### config.mk
export PLATFORM = sky130hd
export DESIGN_NAME = tpg_gpio
export DESIGN_NICKNAME = d
export VERILOG_FILES = /design/src/design/tpg_pkg.sv /design/src/design/tpg_sync.sv /design/src/design/tpg_pad.sv /design/src/design/tpg_gpio.sv
export SDC_FILE = /design/constraint.sdc
export NUM_CORES = 1
export LEC_CHECK = 0
export BUFFER_PORTS_ARGS = -buffer_cell sky130_fd_sc_hd__buf_4
export CAP_MARGIN = 10
export CORE_MARGIN = 2
export CORE_UTILIZATION = 50
export CTS_CLUSTER_DIAMETER = 120
export DETAILED_ROUTE_END_ITERATION = 8
export PLACE_DENSITY_LB_ADDON = 0.2
export SYNTH_ARGS = -nofsm -noshare
export SYNTH_HDL_FRONTEND = slang
export SYNTH_HIERARCHICAL = 1
export SYNTH_SLANG_ARGS = --single-unit
### constraint.sdc
create_clock -name ref_clk -period 1.2 [get_ports ref_clk]
set_input_delay 0.06 -clock ref_clk [delete_from_list [all_inputs] [get_ports ref_clk]]
set_output_delay 0.06 -clock ref_clk [all_outputs]
set_load 0.03 [all_outputs]
### src/design/tpg_pkg.sv
`default_nettype none
package tpg_pkg;

  // Port geometry
  localparam int unsigned PORT_W = 8;
  localparam int unsigned PORT_N = 3;

  // Data-space locations of the six port registers
  localparam logic [7:0] ADDR_A_LATCH = 8'hc0;
  localparam logic [7:0] ADDR_B_LATCH = 8'hc1;
  localparam logic [7:0] ADDR_C_LATCH = 8'hc2;
  localparam logic [7:0] ADDR_A_DIR   = 8'hc4;
  localparam logic [7:0] ADDR_B_DIR   = 8'hc5;
  localparam logic [7:0] ADDR_C_DIR   = 8'hc6;

  // Reset values
  localparam logic [7:0] LATCH_RST = 8'h00;
  localparam logic [7:0] DIR_A_RST = 8'h00;
  localparam logic [7:0] DIR_B_RST = 8'h00;
  localparam logic [7:0] DIR_C_RST = 8'h04;
  localparam logic [7:0] RDATA_RST = 8'h00;
  localparam logic [2:0][7:0] DIR_RST = {DIR_C_RST, DIR_B_RST, DIR_A_RST};

  // Special line positions
  localparam int unsigned POWER_BIT = 2;
  localparam int unsigned VSYNC_BIT = 2;
  localparam int unsigned HSYNC_BIT = 3;
  localparam int unsigned SCL_BIT   = 5;
  localparam int unsigned SDA_BIT   = 6;
  localparam int unsigned SEN_BIT   = 7;
  localparam int unsigned BLANK_BIT = 3;
  localparam int unsigned RED_BIT   = 5;
  localparam int unsigned GREEN_BIT = 6;
  localparam int unsigned BLUE_BIT  = 7;

  // Fixed output stage per line: 1 = open-drain, 0 = push-pull
  localparam logic [7:0] OD_A = 8'hff;
  localparam logic [7:0] OD_B = 8'he0;
  localparam logic [7:0] OD_C = 8'he8;
  localparam logic [2:0][7:0] OD_MASK = {OD_C, OD_B, OD_A};

  // Lines that own a pull-up resistor
  localparam logic [7:0] PU_A = 8'h00;
  localparam logic [7:0] PU_B = 8'hff;
  localparam logic [7:0] PU_C = 8'hff;
  localparam logic [2:0][7:0] PU_MASK = {PU_C, PU_B, PU_A};

  // Register select, one-hot
  typedef enum logic [6:0] {
    SEL_NONE = 7'b0000001,
    SEL_LA   = 7'b0000010,
    SEL_LB   = 7'b0000100,
    SEL_LC   = 7'b0001000,
    SEL_DA   = 7'b0010000,
    SEL_DB   = 7'b0100000,
    SEL_DC   = 7'b1000000
  } tpg_sel_t;

  // Pad drive bundle of one port
  typedef struct packed {
    logic [7:0] drv;
    logic [7:0] oe;
    logic [7:0] pu;
  } tpg_pad_t;

  // Data-space access request
  typedef struct packed {
    logic       wr;
    logic       rd;
    logic [7:0] addr;
    logic [7:0] wdata;
  } tpg_bus_t;

endpackage
`default_nettype wire

### src/design/tpg_sync.sv
`timescale 1ns/1ps
`default_nettype none
module tpg_sync (
  input  wire logic       ref_clk,  // Core clock
  input  wire logic       arst_n,   // Async reset, active low
  input  wire logic       ce,       // Clock enable
  input  wire logic [7:0] d,        // Raw pin levels
  output logic      [7:0] q         // Synchronised levels
);

  logic [7:0] meta_r;
  logic [7:0] meta_nxt;
  logic [7:0] q_nxt;

  // First stage feeds only the second stage
  always_comb begin
    meta_nxt = ce ? d : meta_r;
    q_nxt    = ce ? meta_r : q;
  end

  always_ff @(posedge ref_clk or negedge arst_n) begin
    if (!arst_n) begin
      meta_r <= 8'h00;
      q      <= 8'h00;
    end else begin
      meta_r <= meta_nxt;
      q      <= q_nxt;
    end
  end

endmodule
`default_nettype wire

### src/design/tpg_pad.sv
`timescale 1ns/1ps
`default_nettype none
module tpg_pad #(
  parameter logic [7:0] OD_MASK = 8'h00,  // Open-drain lines
  parameter logic [7:0] PU_MASK = 8'hff,  // Lines with pull-up
  parameter logic [7:0] RST_OE  = 8'h00   // Direction after reset
) (
  input  wire logic              ref_clk,  // Core clock
  input  wire logic              arst_n,   // Async reset, active low
  input  wire logic              ce,       // Clock enable
  input  wire logic [7:0]        latch,    // Level/latch bits
  input  wire logic [7:0]        dir,      // Direction bits
  input  wire logic [7:0]        alt,      // Peripheral outputs, 1 if none
  output var tpg_pkg::tpg_pad_t  pad       // Registered pad controls
);

  tpg_pkg::tpg_pad_t pad_nxt;
  logic [7:0]        eff;

  // Output value is the latch gated by the shared peripheral signal
  always_comb begin
    eff         = latch & alt;
    pad_nxt     = pad;
    if (ce) begin
      // Open-drain lines only pull low, push-pull lines follow eff
      // latch value driven
      pad_nxt.drv = eff & ~OD_MASK;
      pad_nxt.oe  = dir & (~OD_MASK | ~eff);
      // Pull-up only on input lines with latch 0 and a resistor
      // latch selects pull-up
      pad_nxt.pu  = ~dir & ~latch & PU_MASK;
    end
  end

  always_ff @(posedge ref_clk or negedge arst_n) begin
    if (!arst_n) begin
      pad.drv <= 8'h00;
      pad.oe  <= RST_OE;
      pad.pu  <= PU_MASK & ~RST_OE;
    end else begin
      pad <= pad_nxt;
    end
  end

endmodule
`default_nettype wire

### src/design/tpg_gpio.sv
`timescale 1ns/1ps
`default_nettype none
module tpg_gpio (
  input  wire logic       ref_clk,            // Core clock, 20 MHz
  input  wire logic       arst_n,             // Async reset, active low
  input  wire logic       ce,                 // Clock enable, freezes all
  input  wire logic [7:0] bus_addr,           // Data-space address
  input  wire logic [7:0] bus_wdata,          // Write data
  input  wire logic       bus_wr,             // Write strobe
  input  wire logic       bus_rd,             // Read strobe
  output logic      [7:0] bus_rdata,          // Read data, registered
  input  wire logic [7:0] port_a_lines_in,    // Port A pin levels
  output logic      [7:0] port_a_lines_out,   // Port A drive value
  output logic      [7:0] port_a_lines_oe,    // Port A output enable
  output logic      [7:0] port_a_lines_pu,    // Port A pull-up enable
  input  wire logic [7:0] port_b_lines_in,    // Port B pin levels
  output logic      [7:0] port_b_lines_out,   // Port B drive value
  output logic      [7:0] port_b_lines_oe,    // Port B output enable
  output logic      [7:0] port_b_lines_pu,    // Port B pull-up enable
  input  wire logic [7:0] port_c_lines_in,    // Port C pin levels
  output logic      [7:0] port_c_lines_out,   // Port C drive value
  output logic      [7:0] port_c_lines_oe,    // Port C output enable
  output logic      [7:0] port_c_lines_pu,    // Port C pull-up enable
  input  wire logic       serial_clock_out,   // Serial clock from SPI
  input  wire logic       serial_data_out,    // Serial data from SPI
  input  wire logic       serial_enable_out,  // Serial enable from SPI
  input  wire logic       osd_blank,          // Display blanking
  input  wire logic       osd_red,            // Display red
  input  wire logic       osd_green,          // Display green
  input  wire logic       osd_blue,           // Display blue
  output logic            vsync_to_osd,       // Vertical sync from B2
  output logic            hsync_to_osd        // Horizontal sync from B3
);

  tpg_pkg::tpg_bus_t  req;
  tpg_pkg::tpg_sel_t  wr_sel;
  tpg_pkg::tpg_sel_t  rd_sel;
  tpg_pkg::tpg_pad_t  pad [3];

  logic [2:0][7:0] latch_r;
  logic [2:0][7:0] latch_nxt;
  logic [2:0][7:0] dir_r;
  logic [2:0][7:0] dir_nxt;
  logic [2:0][7:0] pin_raw;
  logic [2:0][7:0] pin_sync;
  logic [2:0][7:0] alt;
  logic [2:0][7:0] rd_view;
  logic [7:0]      rdata_nxt;
  logic            vsync_nxt;
  logic            hsync_nxt;

  // Address decode, shared by the write and the read path
  function automatic tpg_pkg::tpg_sel_t reg_decode(input logic [7:0] a);
    tpg_pkg::tpg_sel_t s;
    s = tpg_pkg::SEL_NONE;
    if (a == tpg_pkg::ADDR_A_LATCH) s = tpg_pkg::SEL_LA;
    if (a == tpg_pkg::ADDR_B_LATCH) s = tpg_pkg::SEL_LB;
    if (a == tpg_pkg::ADDR_C_LATCH) s = tpg_pkg::SEL_LC;
    if (a == tpg_pkg::ADDR_A_DIR)   s = tpg_pkg::SEL_DA;
    if (a == tpg_pkg::ADDR_B_DIR)   s = tpg_pkg::SEL_DB;
    if (a == tpg_pkg::ADDR_C_DIR)   s = tpg_pkg::SEL_DC;
    return s;
  endfunction

  // Bundle the request and decode it
  always_comb begin
    req.wr    = bus_wr;
    req.rd    = bus_rd;
    req.addr  = bus_addr;
    req.wdata = bus_wdata;
    wr_sel    = reg_decode(req.addr);
    rd_sel    = reg_decode(req.addr);
  end

  assign pin_raw[0] = port_a_lines_in;
  assign pin_raw[1] = port_b_lines_in;
  assign pin_raw[2] = port_c_lines_in;

  // alternate routing. Lines without a peripheral see a constant 1.
  always_comb begin
    alt    = {3{8'hff}};
    alt[1][tpg_pkg::SCL_BIT]   = serial_clock_out;
    alt[1][tpg_pkg::SDA_BIT]   = serial_data_out;
    alt[1][tpg_pkg::SEN_BIT]   = serial_enable_out;
    alt[2][tpg_pkg::BLANK_BIT] = osd_blank;
    alt[2][tpg_pkg::RED_BIT]   = osd_red;
    alt[2][tpg_pkg::GREEN_BIT] = osd_green;
    alt[2][tpg_pkg::BLUE_BIT]  = osd_blue;
  end

  // three independent ports
  // One synchroniser and one pad stage per port
  for (genvar i = 0; i < 3; i++) begin : g_port
    tpg_sync u_sync (
      .ref_clk (ref_clk),
      .arst_n  (arst_n),
      .ce      (ce),
      .d       (pin_raw[i]),
      .q       (pin_sync[i])
    );

    tpg_pad #(
      .OD_MASK (tpg_pkg::OD_MASK[i]),
      .PU_MASK (tpg_pkg::PU_MASK[i]),
      .RST_OE  (tpg_pkg::DIR_RST[i])
    ) u_pad (
      .ref_clk (ref_clk),
      .arst_n  (arst_n),
      .ce      (ce),
      .latch   (latch_r[i]),
      .dir     (dir_r[i]),
      .alt     (alt[i]),
      .pad     (pad[i])
    );

    // inputs read the pin, outputs read the latch
    assign rd_view[i] = (dir_r[i] & latch_r[i]) | (~dir_r[i] & pin_sync[i]);
  end

  always_comb begin
    latch_nxt = latch_r;
    dir_nxt   = dir_r;
    if (ce && req.wr) begin
      case (wr_sel)
        tpg_pkg::SEL_LA: latch_nxt[0] = req.wdata;
        tpg_pkg::SEL_LB: latch_nxt[1] = req.wdata;
        tpg_pkg::SEL_LC: latch_nxt[2] = req.wdata;
        tpg_pkg::SEL_DA: dir_nxt[0]   = req.wdata;
        tpg_pkg::SEL_DB: dir_nxt[1]   = req.wdata;
        tpg_pkg::SEL_DC: dir_nxt[2]   = req.wdata;
        default: ;
      endcase
    end
  end

  // power switch line comes up as low output
  always_ff @(posedge ref_clk or negedge arst_n) begin
    if (!arst_n) begin
      latch_r <= {3{tpg_pkg::LATCH_RST}};
      dir_r   <= tpg_pkg::DIR_RST;
    end else begin
      latch_r <= latch_nxt;
      dir_r   <= dir_nxt;
    end
  end

  // read path. Unmapped reads answer zero; data holds till next read
  always_comb begin
    rdata_nxt = bus_rdata;
    if (ce && req.rd) begin
      case (rd_sel)
        tpg_pkg::SEL_LA: rdata_nxt = rd_view[0];
        tpg_pkg::SEL_LB: rdata_nxt = rd_view[1];
        tpg_pkg::SEL_LC: rdata_nxt = rd_view[2];
        tpg_pkg::SEL_DA: rdata_nxt = dir_r[0];
        tpg_pkg::SEL_DB: rdata_nxt = dir_r[1];
        tpg_pkg::SEL_DC: rdata_nxt = dir_r[2];
        default:         rdata_nxt = tpg_pkg::RDATA_RST;
      endcase
    end
  end

  // Sync levels for the display; only meaningful while B2/B3 are inputs
  always_comb begin
    vsync_nxt = ce ? pin_sync[1][tpg_pkg::VSYNC_BIT] : vsync_to_osd;
    hsync_nxt = ce ? pin_sync[1][tpg_pkg::HSYNC_BIT] : hsync_to_osd;
  end

  always_ff @(posedge ref_clk or negedge arst_n) begin
    if (!arst_n) begin
      bus_rdata    <= tpg_pkg::RDATA_RST;
      vsync_to_osd <= 1'b0;
      hsync_to_osd <= 1'b0;
    end else begin
      bus_rdata    <= rdata_nxt;
      vsync_to_osd <= vsync_nxt;
      hsync_to_osd <= hsync_nxt;
    end
  end

  // Pad controls leave straight from the pad stage flops
  assign port_a_lines_out = pad[0].drv;
  assign port_a_lines_oe  = pad[0].oe;
  assign port_a_lines_pu  = pad[0].pu;
  assign port_b_lines_out = pad[1].drv;
  assign port_b_lines_oe  = pad[1].oe;
  assign port_b_lines_pu  = pad[1].pu;
  assign port_c_lines_out = pad[2].drv;
  assign port_c_lines_oe  = pad[2].oe;
  assign port_c_lines_pu  = pad[2].pu;

  // Helper for the checks: set once any write has been taken
  logic seen_wr_r;
  logic seen_wr_nxt;

  always_comb begin
    seen_wr_nxt = seen_wr_r | (ce & req.wr);
  end

  always_ff @(posedge ref_clk or negedge arst_n) begin
    if (!arst_n) begin
      seen_wr_r <= 1'b0;
    end else begin
      seen_wr_r <= seen_wr_nxt;
    end
  end
endmodule
`default_nettype wire

==> results.py, run 1 <==
metrics = {
    "clock_tree": {
        "clk_pin_slew_ns": 0.06,
        "cts_root_buffer": "clkbuf_16",
        "max-clock-path-buffers": 2,
        "cts_sinks": 155,
        "cts_tree": "built",
        "clkLatencyLatePin_ns": 0.42,
        "cts_inserted_buffers": 17,
        "htree_levels": 4,
    },
    "routing": {
        "routed_wire_length_per_instance_um": 17.9,
        "drtIter0Drc": 247,
        "detailed_route_wire_length_um": 16300,
        "vias": 4631,
        "via_density_per_instance": 5.09,
        "drc": 0,
        "drtPass1Iterations": 5,
        "drtAntennaViolNets": 0,
    },
    "synth": {
        "netlist-cell-type-count": 34,
        "synth_seq_area_share_pct": 54.3,
        "mux_share_of_post_synthesis_cell_area_pct": 26.8,
        "netlist_area_um2": 7180,
        "synth-edff-count": 0,
        "synth-main-ff-cell": "dfrtp_1",
        "mean_syn_cell_area_um2": 14.1,
        "netlist.top_cell.by_area": "dfrtp_1",
        "synth_xor_xnor_area_share_pct": 0,
        "yosys_register_bits": 155,
        "combinational_family_with_the_most_area_after_synthesis": "multiplexers",
        "synthesis.instances": 510,
        "yosysWarnings": 6,
        "async_reset_ff_share_pct": 100,
        "synth_fa_ha_area_share_pct": 0,
        "synth_simple_gate_area_share_pct": 5.56,
        "synth_top_area_share_pct": 48.1,
        "most_area_consuming_cells_after_synthesis": "dfrtp_1, mux2_2, mux2_4",
        "synth_compound_gate_area_share_pct": 7.00,
    },
    "setup_path": {
        "category_of_the_most_critical_setup_path": "reg2reg",
        "arrival_ns": 1.63,
        "crit_required_ns": 1.55,
        "setup.worst_path.end_class": "register",
        "critical_path_peak_fanout": 2,
        "cp-start-kind": "register",
    },
    "job": {
        "cap_viol_max_count": 0,
    },
    "grt": {
        "grt_total_ovfl": 0,
        "grt_first_pass_wirelength_um": 25500,
        "gr-usage-all-layers_pct": 22.5,
        "grt_start_max_net_pins": 79,
        "grt_antenna_before_repair": 0,
        "grt_pass1_vias": 4617,
    },
    "cells_and_area": {
        "fill_cell_count": 973,
        "layout_common_cells": "buf_4, dfrtp_1, mux2_2, mux2_4, conb_1",
        "multi_input_comb_area_um2": 3070,
        "syn_to_final_growth_pct": 32.7,
        "final_net_count": 768,
        "final_common_cell": "buf_4",
        "layout-drive-gt1-share_pct": 52.5,
        "postLayoutCellArea_um2": 9530,
        "antennaDiodeCount": 0,
        "register_area_um2": 3910,
    },
    "floorplanning": {
        "initial_utilization_pct": 51.5,
        "top_level_ports": 134,
        "core_area_um2": 13900,
        "die_width_um": 124,
        "die-height_um": 124,
        "design.die.area_um2": 15300,
        "row_count": 43,
    },
    "status": {
        "status": "complete, but fails checks",
        "violations": "setup timing",
    },
    "timing": {
        "final-setup-viol-count": 2,
        "skew_ns": 0.00431,
        "finalHoldViolations": 0,
        "final_min_period_over_clock_period_pct": 107,
        "min_period_ns": 1.28,
        "final.setup.worst_slack_ns": -0.0803,
        "clock.fmax_mhz": 781,
        "rsz0062_at_grt": "yes",
        "hold_ws_ns": 0.0476,
        "finalMaxSlewViolations": 0,
    },
    "place": {
        "port-buffer-count": 110,
        "dp.final_hpwl_um": 11600,
        "placed_cell_area_um2": 8440,
        "place_congestion": 0.799,
    },
    "pwr": {
        "p_per_area_nw_per_um2": 1380,
        "max-vdd-ir-drop_uv": 891,
        "power.static_leakage_uw": 0.00461,
    },
    "worst_hold_path": {
        "holdCritPathClass": "in2reg",
    },
}
per-stage QoR:
step                      worst slack [ns]  instances  TNS (ns)  utilization, %  total power [uW]
final                              -0.0803        909    -0.100            68.4             13200
after global routing                -0.128        909    -0.226            68.4             13700
after CTS                           -0.103        907    -0.159            67.6             13200
after detailed placement            -0.362        841    -13.51            60.6              7560
after global placement              -0.308        841    -12.34            60.6              7520
after floorplan                     -0.138        546     -3.39               -              6910
worst paths after layout:
check,end,start,cells past startpoint,slack (ns)
min in group asynchronous,g_port[2].u_sync/meta_r[0],arst_n,2,0.15
worst min-delay path,bus_rdata[6],bus_addr[3],4,0.05
worst min register to register,g_port[0].u_sync/q[7],g_port[0].u_sync/q[7],1,0.50
max in group asynchronous,g_port[2].u_pad/pad[4],arst_n,3,0.46
worst max-delay path,bus_rdata[6],dir_r[6],4,-0.08
worst max register to register,bus_rdata[6],dir_r[6],4,-0.08
metal layers:
| layer | part of all wire (%) | GRT usage, % | up-vias |
|---|---|---|---|
| li1 | - | - | 2176 |
| met5 | 0 | 0 | - |
| met3 | 4.2 | 5.04 | 17 |
| met1 | 48 | 31.4 | 2326 |
| met4 | 1.4 | 7.24 | 0 |
| met2 | 47 | 35.0 | 112 |
cells by family (layout without fill, tap and decap cells):
family                 Yosys count  count (layout)
muxes                          152             152
DFF                            155             155
AOI/OAI and AO/OA               76              76
and+or+nand+nor                 67              67
buffers and inverters           56             239
other                            4              40
power by group:
group	leakage (uW)	switching (uW)	internal, uW
registers	0.00197	243	5580
clock network	0.000291	2160	3390
logic	0.00235	855	943
total	0.00461	3260	9910
Yosys cell counts, types with 2 or more instances:
cell,number
nand3_1,12
dfstp_2,17
mux2_4,60
a2bb2oi_1,14
or3b_2,2
and3_1,3
mux2i_1,7
a211oi_1,2
buf_2,5
nand2b_1,9
mux2_1,3
nor3b_1,7
inv_1,9
conb_1,4
clkbuf_1,5
buf_4,23
dfrtp_1,138
nand2_1,9
nor2_1,19
mux2_2,82
buf_12,5
a21oi_1,9
a21boi_0,15
buf_6,7
o221ai_1,7
o21ai_0,28
nand2_4,2
cell type report:
class | count | share of cell area [%]
flip-flops and latches | 155 | 41.0
multi-input cells | 335 | 32.2
repair buffers | 197 | 17.6
clock buffers | 19 | 4.75
well taps | 180 | 2.36
clock inverters | 13 | 1.77
inverters | 10 | 0.394
flip-flops by register name (all words and copies together), names as in the netlist:
register / cells
bus_rdata: 8
dir_r: 24
g_port.u_pad/pad: 49
g_port.u_sync/meta_r: 24
g_port.u_sync/q: 24
hsync_to_osd: 1
latch_r: 24
vsync_to_osd: 1
critical path: stages (launching register included):
cell and delay, ns:
dfrtp_1 0.38, or3b_4 0.37, a211oi_2 0.22, o21ai_1 0.11, a21oi_1 0.13
timing repair:
item / CTS / global route
setup buffers: 0 / 2
resized for setup: 6 / 30
hold buffers: 34 / 0
hold endpoints to repair: 219 / 0
pin swaps: 5 / 4
endpoints found under the setup margin: 3 / 16
(Power assumes the default switching activity.)
==> run 2: changes to the inputs <==
SYNTH_HIERARCHICAL = default   (was 1)
==> results.py, run 2 <==
metrics = {
    "synth": {
        "synth-main-ff-cell": "dfrtp_1",
        "synth_top_area_share_pct": 50.8,
        "synth_compound_gate_area_share_pct": 7.58,
        "combinational_family_with_the_most_area_after_synthesis": "multiplexers",
        "synthesis.instances": 507,
        "netlist_area_um2": 6800,
        "async_reset_ff_share_pct": 100,
        "yosys.cell_count.top_type": "dfrtp_1",
        "synth_seq_area_share_pct": 57.4,
        "yosys_register_bits": 155,
        "mux_share_of_post_synthesis_cell_area_pct": 23.0,
        "yosysWarnings": 0,
        "synth-edff-count": 0,
        "synth_xor_xnor_area_share_pct": 0,
        "synth_simple_gate_area_share_pct": 7.23,
        "most_area_consuming_cells_after_synthesis": "dfrtp_1, mux2_2, dfstp_2",
        "netlist.top_cell.by_area": "dfrtp_1",
        "netlist-cell-type-count": 30,
        "synth_fa_ha_area_share_pct": 0,
        "mean_syn_cell_area_um2": 13.4,
        "ys_top_cells_by_count": "dfrtp_1, mux2_2, buf_4, o21ai_0, dfstp_2",
    },
    "grt": {
        "grt_start_max_net_pins": 42,
        "grt_total_ovfl": 0,
        "gr-usage-all-layers_pct": 23.2,
        "grt_antenna_before_repair": 0,
        "grt_pass1_vias": 5112,
        "grt_first_pass_wirelength_um": 25900,
    },
    "clock_tree": {
        "cts_root_buffer": "clkbuf_16",
        "cts_tree": "built",
        "max-clock-path-buffers": 2,
        "cts_sinks": 155,
        "clk_pin_slew_ns": 0.06,
        "clkLatencyLatePin_ns": 0.42,
        "cts_inserted_buffers": 17,
        "htree_levels": 4,
    },
    "setup_path": {
        "worstRegToRegCells": 4,
        "capture_instance_of_the_worst_register_to_register_path": "bus_rdata[3]",
        "setup.worst_path.end_class": "register",
        "crit_required_ns": 1.50,
        "cp-start-kind": "register",
        "category_of_the_most_critical_setup_path": "reg2reg",
        "regToRegStartpoint": "g_port[0].u_sync.q[3]",
        "ff2ff_setup_slack_ns": -0.03,
        "arrival_ns": 1.52,
        "critical_path_peak_fanout": 2,
    },
    "routing": {
        "detailed_route_wire_length_um": 16000,
        "drtIter0Drc": 203,
        "vias": 4763,
        "drtAntennaViolNets": 0,
        "drtPass1Iterations": 4,
        "via_density_per_instance": 5.17,
        "routed_wire_length_per_instance_um": 17.3,
        "drc": 0,
    },
    "pwr": {
        "max-vdd-ir-drop_uv": 1170,
        "power.static_leakage_uw": 0.00442,
        "p_per_area_nw_per_um2": 1350,
        "p_total_uw": 12900,
    },
    "place": {
        "port-buffer-count": 110,
        "placedCellCount": 843,
        "place_congestion": 0.834,
        "dp.final_hpwl_um": 11100,
    },
    "cells_and_area": {
        "final_util_pct": 72.0,
        "largest_register_ff_count": 49,
        "fill_cell_count": 941,
        "number_of_standard_cells_in_the_layout_taps_in_and_fillers_out": 922,
        "antennaDiodeCount": 0,
        "syn_to_final_growth_pct": 40.2,
        "layout_common_cells": "buf_4, dfrtp_1, mux2_2, dlygate4sd3_1, conb_1",
        "final_common_cell": "buf_4",
        "largest-register": "g_port.u_pad.pad",
        "final_net_count": 785,
        "layout-drive-gt1-share_pct": 54.0,
    },
    "floorplanning": {
        "core_area_um2": 13200,
        "die-height_um": 121,
        "die_width_um": 121,
        "initial_utilization_pct": 51.4,
        "top_level_ports": 134,
        "row_count": 42,
        "design.die.area_um2": 14500,
    },
    "worst_hold_path": {
        "holdCritPathClass": "in2async",
    },
    "timing": {
        "clock.fmax_mhz": 815,
        "final-setup-viol-count": 5,
        "finalMaxSlewViolations": 0,
        "rsz0062_at_grt": "yes",
        "finalHoldViolations": 0,
        "fin_setup_tns_ns": -0.0868,
        "slew-limit-headroom_pct": 44.9,
        "final_min_period_over_clock_period_pct": 102,
        "min_period_ns": 1.23,
        "skew_ns": 0.00679,
        "final.setup.worst_slack_ns": -0.0271,
        "worst-slew-pin-transition_ns": 0.822,
    },
    "status": {
        "violations": "setup timing",
        "status": "complete, but fails checks",
    },
    "job": {
        "cap_viol_max_count": 0,
    },
}
## run 2: how the worst max path moves through the flow
stage          slack (ns)      endpoint                   from  depth (start not counted)
2_1_floorplan       -0.21   latch_r[16]            bus_addr[3]                          4
3_3_place_gp        -0.38   latch_r[13]            bus_addr[3]                          6
3_5_place_dp        -0.40   latch_r[15]            bus_addr[3]                          6
4_1_cts             -0.03  bus_rdata[6]            latch_r[22]                          4
5_1_grt             -0.10  bus_rdata[6]            latch_r[22]                          4
6_report            -0.03  bus_rdata[3]  g_port[0].u_sync.q[3]                          4
## run 2: critical path, cell delays in order (launching register included)
cell and delay, ns:
dfrtp_1 0.39, nor2b_4 0.13, a211oi_2 0.21, a21oi_1 0.07
a221o_1 0.30
## run 2: logic make-up (layout without fill, tap and decap cells)
family,count (synthesis),count (layout)
other cells,1,23
compound gates,79,79
flops,155,155
simple gates,71,71
buf+inv,61,278
mux,140,140
## run 2: cell type report
class	instances	area [um^2]	share of cell area (%)
flip-flops and latches	155	3910	41.0
multi-input cells	313	2820	29.6
repair buffers	230	1930	20.2
clock buffers	24	482	5.05
well taps	176	220	2.31
clock inverters	8	118	1.23
inverters	16	60.1	0.630
## run 2: routing by layer
| metal | vias to the layer above | GRT usage [%] | wire length [um] |
|---|---|---|---|
| met5 | - | 0 | 0 |
| met4 | 0 | 8.36 | 286 |
| met3 | 29 | 6.37 | 769 |
| met2 | 130 | 39.5 | 8250 |
| met1 | 2371 | 28.2 | 6650 |
| li1 | 2233 | - | - |
## run 2: where the power goes
| group | switching, uW | internal [uW] |
|---|---|---|
| logic | 860 | 858 |
| registers | 203 | 5580 |
| clock network | 1970 | 3420 |
| total | 3030 | 9860 |
## run 2: what timing repair did
action,CTS,global route
resized for setup,22,18
endpoints found under the setup margin,8,15
hold endpoints to repair,223,0
pin swaps,2,10
hold buffers,40,0
buffers inserted,2,5
## run 2: stage by stage
step / area (um^2) / hold WS, ns / worst slack [ns]
4_1_cts: 9430 / 0.135 / -0.0257
2_1_floorplan: 6940 / -0.236 / -0.206
6_report: 9530 / 0.136 / -0.0271
5_1_grt: 9530 / 0.162 / -0.105
3_5_place_dp: 8360 / 0.0103 / -0.398
3_3_place_gp: 8360 / 0.00951 / -0.382
==> run 3: changes to the inputs <==
PLACE_DENSITY = 0.76   (was default)
PLACE_DENSITY_LB_ADDON = default   (was 0.2)
==> results.py, run 3 (synthesized netlist as in run 2, its figures left out) <==
metrics = {
    "setup_path": {
        "path_delay_family": "compound AO/OA/AOI/OAI gates",
        "path_buf_inv": 1,
        "cp-start-kind": "register",
        "crit_required_ns": 1.51,
        "setup.worst_path.end_class": "register",
        "critical-path-max-stage-delay_ns": 0.38,
        "category_of_the_most_critical_setup_path": "reg2reg",
        "timing.critical_path.cells": "o21a_1 > o21ai_1 > buf_4 > a211oi_2 > a221o_1",
        "critical_path_peak_fanout": 2,
        "slowest_stage": "dfrtp_1",
        "arrival_ns": 1.59,
    },
    "clock_tree": {
        "clk_pin_slew_ns": 0.06,
        "cts_root_buffer": "clkbuf_16",
        "clkLatencyLatePin_ns": 0.43,
        "cts_inserted_buffers": 17,
        "cts_tree": "built",
        "htree_levels": 4,
        "max-clock-path-buffers": 2,
        "cts_sinks": 155,
    },
    "timing": {
        "hold_ws_ns": 0.0816,
        "min_period_ns": 1.28,
        "skew_ns": 0.00856,
        "final.setup.worst_slack_ns": -0.0770,
        "worst-slew-pin-transition_ns": 0.656,
        "finalHoldViolations": 0,
        "rsz0062_at_grt": "yes",
        "fin_setup_tns_ns": -0.174,
        "slew-limit-headroom_pct": 56.1,
        "finalMaxSlewViolations": 0,
        "final-setup-viol-count": 5,
        "final_min_period_over_clock_period_pct": 106,
        "clock.fmax_mhz": 783,
    },
    "place": {
        "placedCellCount": 842,
        "placed_cell_area_um2": 8350,
        "dp.final_hpwl_um": 11100,
        "place_congestion": 0.845,
        "port-buffer-count": 110,
    },
    "floorplanning": {
        "core_area_um2": 13200,
        "die_width_um": 121,
        "row_count": 42,
        "initial_utilization_pct": 51.4,
        "top_level_ports": 134,
        "die-height_um": 121,
        "design.die.area_um2": 14500,
    },
    "cells_and_area": {
        "final_net_count": 785,
        "largest_register_ff_count": 49,
        "number_of_standard_cells_in_the_layout_taps_in_and_fillers_out": 922,
        "layout_common_cells": "buf_4, dfrtp_1, mux2_2, dlygate4sd3_1, conb_1",
        "antennaDiodeCount": 0,
        "largest-register": "g_port.u_pad.pad",
        "final_common_cell": "buf_4",
        "layout-drive-gt1-share_pct": 54.2,
        "syn_to_final_growth_pct": 40.3,
        "postLayoutCellArea_um2": 9540,
    },
    "job": {
        "cap_viol_max_count": 0,
    },
    "pwr": {
        "max-vdd-ir-drop_uv": 1090,
        "part_of_the_power_in_registers_pct": 45.4,
        "power.static_leakage_uw": 0.00440,
        "power.share.clock_pct": 41.1,
        "combPwrFrac_pct": 13.5,
        "p_per_area_nw_per_um2": 1340,
        "p_sw_uw": 3170,
        "intPower_uw": 9580,
        "switching_share_pct": 24.8,
    },
    "routing": {
        "drtPass1Iterations": 4,
        "detailed_route_wire_length_um": 16600,
        "routed_wire_length_per_instance_um": 18.0,
        "vias": 4856,
        "drtAntennaViolNets": 0,
        "drtIter0Drc": 204,
        "drc": 0,
        "via_density_per_instance": 5.27,
    },
    "grt": {
        "grt_total_ovfl": 0,
        "gr-usage-all-layers_pct": 23.3,
        "grt_antenna_before_repair": 0,
        "grt_start_max_net_pins": 42,
        "grt_first_pass_wirelength_um": 26000,
        "grt_pass1_vias": 4961,
    },
    "status": {
        "violations": "setup timing",
        "status": "complete, but fails checks",
    },
    "worst_hold_path": {
        "holdCritPathClass": "in2reg",
    },
}
run 3: cell types whose count changed in the layout (fill, tap and decap cells not counted), sizes merged:
cell,previous run,this run
clkbuf,24,20
clkinv,4,6
clkinvlp,1,3
bufinv,3,2
inv,16,17
run 3: power groups by stage:
stage	clock network (uW)	registers [uW]	logic (uW)
2_1_floorplan	0	5980	771
3_3_place_gp	0	5860	1500
3_5_place_dp	0	5870	1540
4_1_cts	5300	5790	1680
5_1_grt	5530	5830	1850
6_report	5230	5790	1720
run 3: routing by layer:
metal,part of all wire [%],GRT usage (%),up-vias
li1,-,-,2228
met1,43,29.7,2446
met2,51,39.3,156
met3,5.2,5.33,26
met4,1.7,8.07,0
met5,0,0,-
run 3: worst min-delay path: cells and delay by family:
| family | cells | cell delay (ns) |
|---|---|---|
| buffers and inverters | 2 | 0.27 |
| multiplexers | 1 | 0.14 |
run 3: path summary, 6_finish.rpt:
| kind | slack, ns | end | cells past startpoint | startpoint |
|---|---|---|---|---|
| setup / recovery | -0.08 | bus_rdata[4] | 5 | latch_r[20] |
| min in group asynchronous | 0.10 | g_port[0].u_pad.pad[14] | 2 | arst_n |
| max in group asynchronous | 0.47 | g_port[1].u_pad.pad[4] | 3 | arst_n |
| hold reg to reg | 0.50 | g_port[0].u_sync.q[6] | 1 | g_port[0].u_sync.q[6] |
| hold / removal | 0.08 | g_port[2].u_sync.q[3] | 3 | ce |
| setup reg to reg | -0.08 | bus_rdata[4] | 5 | latch_r[20] |
run 3: metrics by stage:
stage	power (uW)	util [%]	setup WS, ns
detailed placement	7420	63.0	-0.402
global placement	7350	63.0	-0.368
floorplan	6750	-	-0.206
finish	12700	72.1	-0.0770
CTS	12800	70.7	-0.0927
global route	13200	72.1	-0.116
run 3: layout make-up:
class | count | area (um^2)
Clock buffer | 20 | 457
Sequential cell | 155 | 3910
Inverter | 16 | 60.1
Tap cell | 176 | 220
Timing Repair Buffer | 230 | 1940
Fill cell | 851 | 3700
Multi-Input combinational cell | 313 | 2830
Clock inverter | 12 | 121
run 3: what timing repair did:
item | CTS | global route
endpoints found under the setup margin | 7 | 29
cloned | 0 | 0
hold buffers | 40 | 0
pin swaps | 3 | 11
buffers inserted | 2 | 7
endpoints found under the hold margin | 220 | 0
gates resized for setup | 15 | 33
